$ cat config.mk
export PLATFORM = sky130hd
export DESIGN_NAME = srsup_top
export DESIGN_NICKNAME = d
export VERILOG_FILES = /design/src/verilog/srsup_pkg.sv /design/src/verilog/srsup_filter.sv /design/src/verilog/srsup_top.sv
export SDC_FILE = /design/constraint.sdc
export NUM_CORES = 1
export LEC_CHECK = 0
export BUFFER_PORTS_ARGS = -buffer_cell sky130_fd_sc_hd__buf_4
export CAP_MARGIN = 5
export CORE_UTILIZATION = 50
export CTS_CLUSTER_DIAMETER = 50
export CTS_CLUSTER_SIZE = 20
export DETAILED_ROUTE_END_ITERATION = 10
export GPL_TIMING_DRIVEN = 0
export PLACE_DENSITY_LB_ADDON = 0.2
export SYNTH_ARGS = -nofsm -noshare
export SYNTH_HDL_FRONTEND = slang
export SYNTH_SLANG_ARGS = --single-unit
$ cat constraint.sdc
create_clock -name i_ref_clk -period 1.75 [get_ports i_ref_clk]
set_clock_uncertainty 0.1 [all_clocks]
set_input_delay 0.35 -clock i_ref_clk [delete_from_list [all_inputs] [get_ports i_ref_clk]]
set_output_delay 0.35 -clock i_ref_clk [all_outputs]
set_load 0.05 [all_outputs]
$ cat src/verilog/srsup_pkg.sv
// constants and carrier types for the supply reset supervisor
package srsup_pkg;
   localparam int unsigned CLK_HZ = 25000000;
   localparam int unsigned CLK_PERIOD_NS = 40;
   // glitch rejection on the manual reset input, in ns
   localparam int unsigned MR_GLITCH_NS = 100;
   // guaranteed manual pulse width, in us
   localparam int unsigned MR_PULSE_MIN_US = 10;
   // supply indication glitch rejection, in us
   localparam int unsigned SUP_GLITCH_US = 20;
   // hold timeout, in ms: least, typical, most
   localparam int unsigned HOLD_MIN_MS = 100;
   localparam int unsigned HOLD_TYP_MS = 190;
   localparam int unsigned HOLD_MAX_MS = 560;
   // glitch times round up to whole cycles, plus one for the manual input; the hold uses the typical time
   localparam int unsigned MR_FILT_CYC = (MR_GLITCH_NS + CLK_PERIOD_NS - 1) / CLK_PERIOD_NS + 1;
   localparam int unsigned SUP_FILT_CYC = SUP_GLITCH_US * (CLK_HZ / 1000000);
   localparam int unsigned HOLD_CYC = HOLD_TYP_MS * (CLK_HZ / 1000);
   localparam int unsigned FILT_W = 10;
   localparam int unsigned HOLD_W = 23;
   // trip level options in 10 mV steps
   localparam logic [8:0] TRIP_HIGH = 9'h1cf;
   localparam logic [8:0] TRIP_MID = 9'h134;
   localparam logic [8:0] TRIP_LOW = 9'h0e8;
   localparam logic [8:0] TRIP_FLOOR = 9'h0dc;
   localparam logic [8:0] TRIP_CEIL = 9'h1f4;
   localparam logic [1:0] SYNC_IDLE = 2'h3;
   localparam logic [1:0] SYNC_LOW = 2'h0;

   typedef struct packed {
      logic supply_low;
      logic manual_reset_n;
   } srsup_in_t;

   typedef enum logic [1:0] {
      SRSUP_HOLD,
      SRSUP_TIMING,
      SRSUP_RUN
   } srsup_state_t;
endpackage

$ cat src/verilog/srsup_filter.sv
// synchroniser and glitch filter for one level of either polarity
`timescale 1ns/1ps
module srsup_filter
   import srsup_pkg::*;
#(
   parameter int unsigned FILT_CYC = 4,
   parameter logic RESET_VAL = 1'b1
) (
   input wire logic i_ref_clk,
   input wire logic i_rst_n,
   input wire logic i_level,
   output logic o_level
);
   logic sync1_q;
   logic sync2_q;
   logic [FILT_W-1:0] cnt_q;
   logic [FILT_W-1:0] cnt_d;
   logic out_d;
   wire logic differs;
   wire logic settled;

   // two stages before any decision
   always_ff @(posedge i_ref_clk) begin
      if (!i_rst_n) begin
         sync1_q <= RESET_VAL;
         sync2_q <= RESET_VAL;
      end else begin
         sync1_q <= i_level;
         sync2_q <= sync1_q;
      end
   end

   assign differs = sync2_q != o_level;
   assign settled = cnt_q == FILT_W'(FILT_CYC - 1);

   // a change must hold for the filter time before it passes
   always_comb begin
      cnt_d = '0;
      out_d = o_level;
      if (differs) begin
         cnt_d = cnt_q + FILT_W'(1);
         if (settled) begin
            out_d = sync2_q;
            cnt_d = '0;
         end
      end
   end

   always_ff @(posedge i_ref_clk) begin
      if (!i_rst_n) begin
         cnt_q <= '0;
         o_level <= RESET_VAL;
      end else begin
         cnt_q <= cnt_d;
         o_level <= out_d;
      end
   end

   chk_filter_settle: assert property (@(posedge i_ref_clk) disable iff (!i_rst_n)
      $changed(o_level) |->
      $past(cnt_q) == FILT_W'(FILT_CYC - 1) && $past(sync2_q) != $past(o_level))
      else $error("filter output changed before the filter time");
endmodule

$ cat src/verilog/srsup_top.sv
// supply reset supervisor: supply and manual reset to system reset
// Operation
// - reset asserts while supply indication is below the trip level, brownouts included.
// - after supply recovers, timer runs; reset releases only after full timeout.
// - push-pull reset output polarity is active-low or active-high by build parameter; open-drain always pulls low.
// - open-drain option drives low only when asserted, releases otherwise.
// - manual reset low beyond glitch interval asserts reset; shorter pulses ignored.
// - reset held while manual input low, then for full timeout after release.
// - manual input is debounced; unconnected input reads high.
// - short glitches on supply or manual input cause no reset.
// - trip level chosen at build time; three standard or 10 mV steps.
// - timeout lasts between 100 ms and 560 ms, typically 190 ms.
`timescale 1ns/1ps
module srsup_top
   import srsup_pkg::*;
#(
   parameter logic ACTIVE_HIGH = 1'b0,
   parameter logic OPEN_DRAIN = 1'b0,
   parameter logic [8:0] TRIP_LEVEL = TRIP_MID,
   parameter int unsigned HOLD_CYCLES = HOLD_CYC
) (
   input wire logic i_ref_clk,
   input wire logic i_rst_n,
   input wire logic i_supply_low,
   input wire logic i_manual_reset_n,
   output logic o_reset,
   output logic o_reset_oe,
   output logic [8:0] o_trip_level
);
   srsup_in_t in_w;
   logic sup_low_f;
   logic mr_n_f;
   srsup_state_t state_q;
   srsup_state_t state_d;
   logic [HOLD_W-1:0] hold_q;
   logic [HOLD_W-1:0] hold_d;
   wire logic cause;
   wire logic hold_done;
   wire logic assert_rst;
   logic [HOLD_W-1:0] quiet_q;

   // the level is constant, only the out-of-range case falls back
   function automatic logic [8:0] trip_pick(input logic [8:0] lvl);
      if (lvl < TRIP_FLOOR || lvl > TRIP_CEIL) begin
         return TRIP_MID;
      end
      return lvl;
   endfunction

   assign in_w = '{
      supply_low: i_supply_low,
      manual_reset_n: i_manual_reset_n
   };

   // power-on counts as supply low until the filter sees it good
   srsup_filter #(
      .FILT_CYC(SUP_FILT_CYC),
      .RESET_VAL(1'b1)
   ) u_sup_filt (
      .i_ref_clk(i_ref_clk),
      .i_rst_n(i_rst_n),
      .i_level(in_w.supply_low),
      .o_level(sup_low_f)
   );

   // open input is high, filter resets to idle level
   srsup_filter #(
      .FILT_CYC(MR_FILT_CYC),
      .RESET_VAL(1'b1)
   ) u_mr_filt (
      .i_ref_clk(i_ref_clk),
      .i_rst_n(i_rst_n),
      .i_level(in_w.manual_reset_n),
      .o_level(mr_n_f)
   );

   assign cause = sup_low_f || !mr_n_f;
   assign hold_done = hold_q == HOLD_W'(HOLD_CYCLES - 1);

   always_comb begin
      state_d = state_q;
      hold_d = hold_q;
      case (state_q)
         SRSUP_HOLD: begin
            hold_d = '0;
            if (!cause) begin
               state_d = SRSUP_TIMING;
            end
         end
         SRSUP_TIMING: begin
            hold_d = hold_q + HOLD_W'(1);
            if (cause) begin
               state_d = SRSUP_HOLD;
               hold_d = '0;
            end else if (hold_done) begin
               state_d = SRSUP_RUN;
               hold_d = '0;
            end
         end
         SRSUP_RUN: begin
            hold_d = '0;
            if (cause) begin
               state_d = SRSUP_HOLD;
            end
         end
         default: begin
            state_d = SRSUP_HOLD;
            hold_d = '0;
         end
      endcase
   end

   assign assert_rst = state_d != SRSUP_RUN;

   always_ff @(posedge i_ref_clk) begin
      if (!i_rst_n) begin
         state_q <= SRSUP_HOLD;
         hold_q <= '0;
         o_reset <= ACTIVE_HIGH && !OPEN_DRAIN;
         o_reset_oe <= 1'b1;
         o_trip_level <= '0;
      end else begin
         state_q <= state_d;
         hold_q <= hold_d;
         o_reset <= OPEN_DRAIN ? 1'b0 : (assert_rst ~^ ACTIVE_HIGH);
         o_reset_oe <= OPEN_DRAIN ? assert_rst : 1'b1;
         o_trip_level <= trip_pick(TRIP_LEVEL);
      end
   end

   // quiet cycles since the last cause, counted apart from the hold timer
   always_ff @(posedge i_ref_clk) begin
      if (!i_rst_n || cause || state_q == SRSUP_RUN) begin
         quiet_q <= '0;
      end else begin
         quiet_q <= quiet_q + HOLD_W'(1);
      end
   end

   // checks on the reset decision
   chk_reset_on_cause: assert property (@(posedge i_ref_clk) disable iff (!i_rst_n)
      cause |=> (o_reset_oe && (o_reset == (ACTIVE_HIGH && !OPEN_DRAIN))))
      else $error("reset not asserted on cause");

   chk_brownout_hold: assert property (@(posedge i_ref_clk) disable iff (!i_rst_n)
      sup_low_f |=> state_q == SRSUP_HOLD)
      else $error("supply low did not hold reset");

   chk_state_legal: assert property (@(posedge i_ref_clk) disable iff (!i_rst_n)
      state_q inside {SRSUP_HOLD, SRSUP_TIMING, SRSUP_RUN})
      else $error("state out of range");

   chk_manual_hold: assert property (@(posedge i_ref_clk) disable iff (!i_rst_n)
      !mr_n_f |=> state_q == SRSUP_HOLD)
      else $error("manual low did not hold reset");

   chk_manual_release: assert property (@(posedge i_ref_clk) disable iff (!i_rst_n)
      ($rose(mr_n_f) && !sup_low_f) |=> state_q == SRSUP_TIMING)
      else $error("manual release did not start timer");

   // checks on the hold timer
   chk_timeout_restart: assert property (@(posedge i_ref_clk) disable iff (!i_rst_n)
      (state_q == SRSUP_TIMING && cause) |=> state_q == SRSUP_HOLD && hold_q == '0)
      else $error("timer not restarted");

   chk_hold_start: assert property (@(posedge i_ref_clk) disable iff (!i_rst_n)
      $rose(state_q == SRSUP_TIMING) |-> hold_q == '0)
      else $error("timer did not start from zero");

   chk_hold_steps: assert property (@(posedge i_ref_clk) disable iff (!i_rst_n)
      (state_q == SRSUP_TIMING && $past(state_q) == SRSUP_TIMING) |->
      hold_q == $past(hold_q) + HOLD_W'(1))
      else $error("timer skipped a count");

   chk_timeout_length: assert property (@(posedge i_ref_clk) disable iff (!i_rst_n)
      $rose(state_q == SRSUP_RUN) |->
      $past(state_q) == SRSUP_TIMING && $past(hold_q) == HOLD_W'(HOLD_CYCLES - 1))
      else $error("release before full timeout");

   chk_release_span: assert property (@(posedge i_ref_clk) disable iff (!i_rst_n)
      $rose(state_q == SRSUP_RUN) |-> quiet_q == HOLD_W'(HOLD_CYCLES + 1))
      else $error("release span differs from timeout");

   // checks on the pin
   chk_open_drain_high: assert property (@(posedge i_ref_clk) disable iff (!i_rst_n)
      OPEN_DRAIN |-> !o_reset)
      else $error("open drain drove high");

   chk_pushpull_enable: assert property (@(posedge i_ref_clk) disable iff (!i_rst_n)
      !OPEN_DRAIN |-> o_reset_oe)
      else $error("push-pull enable dropped");

   chk_output_state: assert property (@(posedge i_ref_clk) disable iff (!i_rst_n)
      OPEN_DRAIN ? (o_reset_oe == (state_q != SRSUP_RUN)) :
      (o_reset == ((state_q != SRSUP_RUN) ~^ ACTIVE_HIGH)))
      else $error("reset pin does not follow state");

   chk_release_run: assert property (@(posedge i_ref_clk) disable iff (!i_rst_n)
      (state_q == SRSUP_RUN && !cause) |=>
      (OPEN_DRAIN ? !o_reset_oe : o_reset == !ACTIVE_HIGH))
      else $error("reset asserted without cause");

   // checks on the input filters
   chk_mr_glitch_drop: assert property (@(posedge i_ref_clk) disable iff (!i_rst_n)
      (state_q == SRSUP_RUN && !sup_low_f && $fell(mr_n_f)) |->
      $past(in_w.manual_reset_n, 3) == 1'b0)
      else $error("manual glitch passed");

   chk_sup_glitch_drop: assert property (@(posedge i_ref_clk) disable iff (!i_rst_n)
      (state_q == SRSUP_RUN && $rose(sup_low_f)) |->
      $past(in_w.supply_low, 3) == 1'b1)
      else $error("supply glitch passed");

   chk_manual_delay: assert property (@(posedge i_ref_clk) disable iff (!i_rst_n)
      (!in_w.manual_reset_n) [*6] |=> !mr_n_f)
      else $error("held manual low did not pass the filter");

   // checks on the trip level
   chk_trip_range: assert property (@(posedge i_ref_clk) disable iff (!i_rst_n)
      $past(i_rst_n) |-> o_trip_level >= TRIP_FLOOR && o_trip_level <= TRIP_CEIL)
      else $error("trip level out of range");

   chk_trip_stable: assert property (@(posedge i_ref_clk) disable iff (!i_rst_n)
      ($past(i_rst_n) && $past(i_rst_n, 2)) |-> $stable(o_trip_level))
      else $error("trip level changed in operation");
endmodule

==> impl_results.md <==
- Routed wire per std cell: 12.4 µm
- Total number of yosys warnings: 0
- Worst-path cell chain: or4b_4, or3_4, o211ai_4, buf_12, clkbuf_16, nor2_2
- HP Start: i_rst_n
- Outcome: finished with violations
- Post-Place Worst Slack: -0.307 ns
- Final wirelength: 4200 µm
- Crit path buf inv count: 2
- Hold_buf cts: 0
- CTS root buffer: clkbuf_8
- First-pass GRT wire length: 6960 µm
- Detailed Routing Iterations Pass 1: 6
- Worst min path class: in2reg
- Initial Utilization: 0.534
- Port bufs: 8
- Worst skew pair latency: 0.31 ns
- Pin count of the biggest net entering global routing: 19
- Filler cells: 358
- # IOs: 15
- Most common cell after layout, fill and taps aside: dfxtp_1
- Number of vias per cell: 5.20
- Crit path max fanout: 6
- Area grow syn2layout: 21.5%
- Final Hold Viols: 0
- Die X: 70.9 µm
- Crit Path Category: reg2reg
- Clk sinks: 53
- FF-to-FF Start: hold_q[17]
- Mapped Cells: 253
- CTS H-tree depth: 2
- Worst Setup End Kind: flop
- Area leader, netlist: dfxtp_1
- Initial antenna violation count: 0
- Maximum vdd drop: 0.492 mV
- RSZ-0062 raised after global routing: true
- Max Cap Viol: 0
- Data required, critical path: 1.86 ns
- Total gr overflow: 0
- Post-Place Cell Area: 2560 µm²
- Fin crit share: 1.15
- ANT cells: 0
- Layout Nets: 291
- Pwr Density: 702 nW/µm²
- Fraction of layout cells with a size suffix above 1: 0.319
- Slowest cell on the critical path: or4b_4
- Setup TNS: -5.63 ns
- Iteration-0 DRC Markers: 81
- Post-synthesis sequential area ratio: 0.447
- Worst EP arrival: 2.12 ns
- Die area: 5020 µm²
- # placed instances: 317
- Asr flop ratio synth: 0
- F_max: 0.497 GHz
- Commonest non-fill, non-tap cells in the layout: dfxtp_1, nor2_1, buf_4, xnor2_1, nand2_1
- Fin util: 0.648
- CTS tree: built
- Standard-cell rows: 24
- Mapped Area: 2370 µm²
- Share of the synthesized area in the top cell type: 0.447
- Worst slew pin tran: 0.605 ns
- CTS buffer count: 5
- Largest cells by area after synthesis: dfxtp_1, xnor2_1, nor2_1
- Worst-case clock buffer depth: 2
- Final setup viols: 24
- Top cell family by delay on the critical path: simple AND/OR/NAND/NOR gates
- Startpoint types: flop
- Die height: 70.9 µm
- GP Congestion: 0.759
- Tmin final: 2.01 ns
- Fin area: 2880 µm²
- LEAKAGE: 0.962 nW
- Delay of the slowest cell on the worst path: 0.53 ns
- Violations in the final reports: negative setup slack
- Synthesis-stage register bit count: 53
- Synth cell types: 47
- Total GRT Usage: 0.175
- Synthesized area per cell: 9.37 µm²
- Number of global-route vias before repair: 1573
- Setup slack after layout: -0.261 ns
- Core area: 4440 µm²
- Top FF cell, synth: dfxtp_1
- Via count: 1753
- Final Instance Count excl. Fillers: 337
- DPL Wire Length: 2720 µm
- Fin. max-slew vios: 0
- DRC: 0
- Clk pin slew, worst setup/hold paths: 0.10 ns
- Routed Antenna Nets: 0
- Max-slew headroom: 0.596
- Post-synth EDFFs: 0
- Crit path from: hold_q[17]
registers in the layout, indices dropped and copies added (netlist names):
name,flops
u_sup_filt.sync1_q,1
u_sup_filt.o_level,1
u_sup_filt.sync2_q,1
o_reset,1
u_mr_filt.sync2_q,1
o_trip_level,1
hold_q,23
u_mr_filt.o_level,1
state_q,2
u_mr_filt.sync1_q,1
u_sup_filt.cnt_q,10
u_mr_filt.cnt_q,10
power breakdown:
part           total, mW  internal (mW)  switching, mW  leakage, nW
clock network      0.717          0.292          0.425       0.0452
registers           1.21           1.21        0.00366        0.436
logic             0.0933         0.0307         0.0626        0.481
final timing paths:
path                         to  slack, ns  depth (start not counted)
max reg2reg           hold_q[7]      -0.26                          6
max                   hold_q[7]      -0.26                          6
min reg2reg  u_sup_filt.sync2_q       0.31                          1
min             o_trip_level[5]       0.04                          1
layer usage:
metal / wire [µm] / GRT usage / vias to the layer above
met5: 0 / 0 / -
met4: 40 / 0.0600 / 0
met1: 2080 / 0.230 / 808
met2: 1950 / 0.277 / 24
met3: 117 / 0.0499 / 4
li1: - / - / 917
worst reg2reg max path, stage by stage (launching register included):
cell,delay [ns]
dfxtp_2,0.33
or4b_4,0.53
or3_4,0.42
o211ai_4,0.19
buf_12,0.15
clkbuf_16,0.15
nor2_2,0.04
logic make-up after synthesis:
group	Yosys count	share of synthesized area
buffers and inverters	19	0.0528
adders and majority gates	3	0.0158
DFF	53	0.447
AOI/OAI and AO/OA	20	0.0570
other	2	0.00317
muxes	2	0.00844
xor gates and xnor gates	31	0.115
and+or+nand+nor	123	0.301
area by class of cell:
type,instances,area [µm²],share of cell area
flip-flops and latches,53,1080,0.377
clock buffers,5,68.8,0.0239
well taps,52,65.1,0.0226
plain buffers,13,113,0.0391
repair buffers,19,194,0.0673
multi-input cells,186,1310,0.454
inverters,6,22.5,0.00782
clock inverters,3,25.0,0.00869
repair_timing:
| item | in CTS | in global routing |
|---|---|---|
| setup endpoints to repair | 36 | 46 |
| setup buffers | 8 | 1 |
| hold endpoints to repair | 0 | 0 |
| gates cloned | 0 | 3 |
| pin swaps | 4 | 6 |
| resized for setup | 13 | 16 |
stage by stage:
| step | power (mW) | hold slack [ns] |
|---|---|---|
| after floorplan | 1.32 | 0.278 |
| after global placement | 1.33 | 0.288 |
| after detailed placement | 1.33 | 0.292 |
| after CTS | 2.05 | 0.0363 |
| after global routing | 2.11 | 0.0193 |
| final | 2.02 | 0.0441 |
synth_stat cells (3+ instances only):
cell type / count
nand2b_1: 4
or3_1: 6
xor2_1: 13
a21oi_1: 7
nor4_1: 3
ha_1: 3
inv_1: 6
o21ai_0: 7
xnor2_1: 18
nor2_1: 33
nand4_1: 4
nand3_1: 14
buf_4: 9
and4_1: 3
dfxtp_1: 53
nand2_1: 16
nor3_1: 8
nor2_2: 10
(Power assumes the default switching activity.)
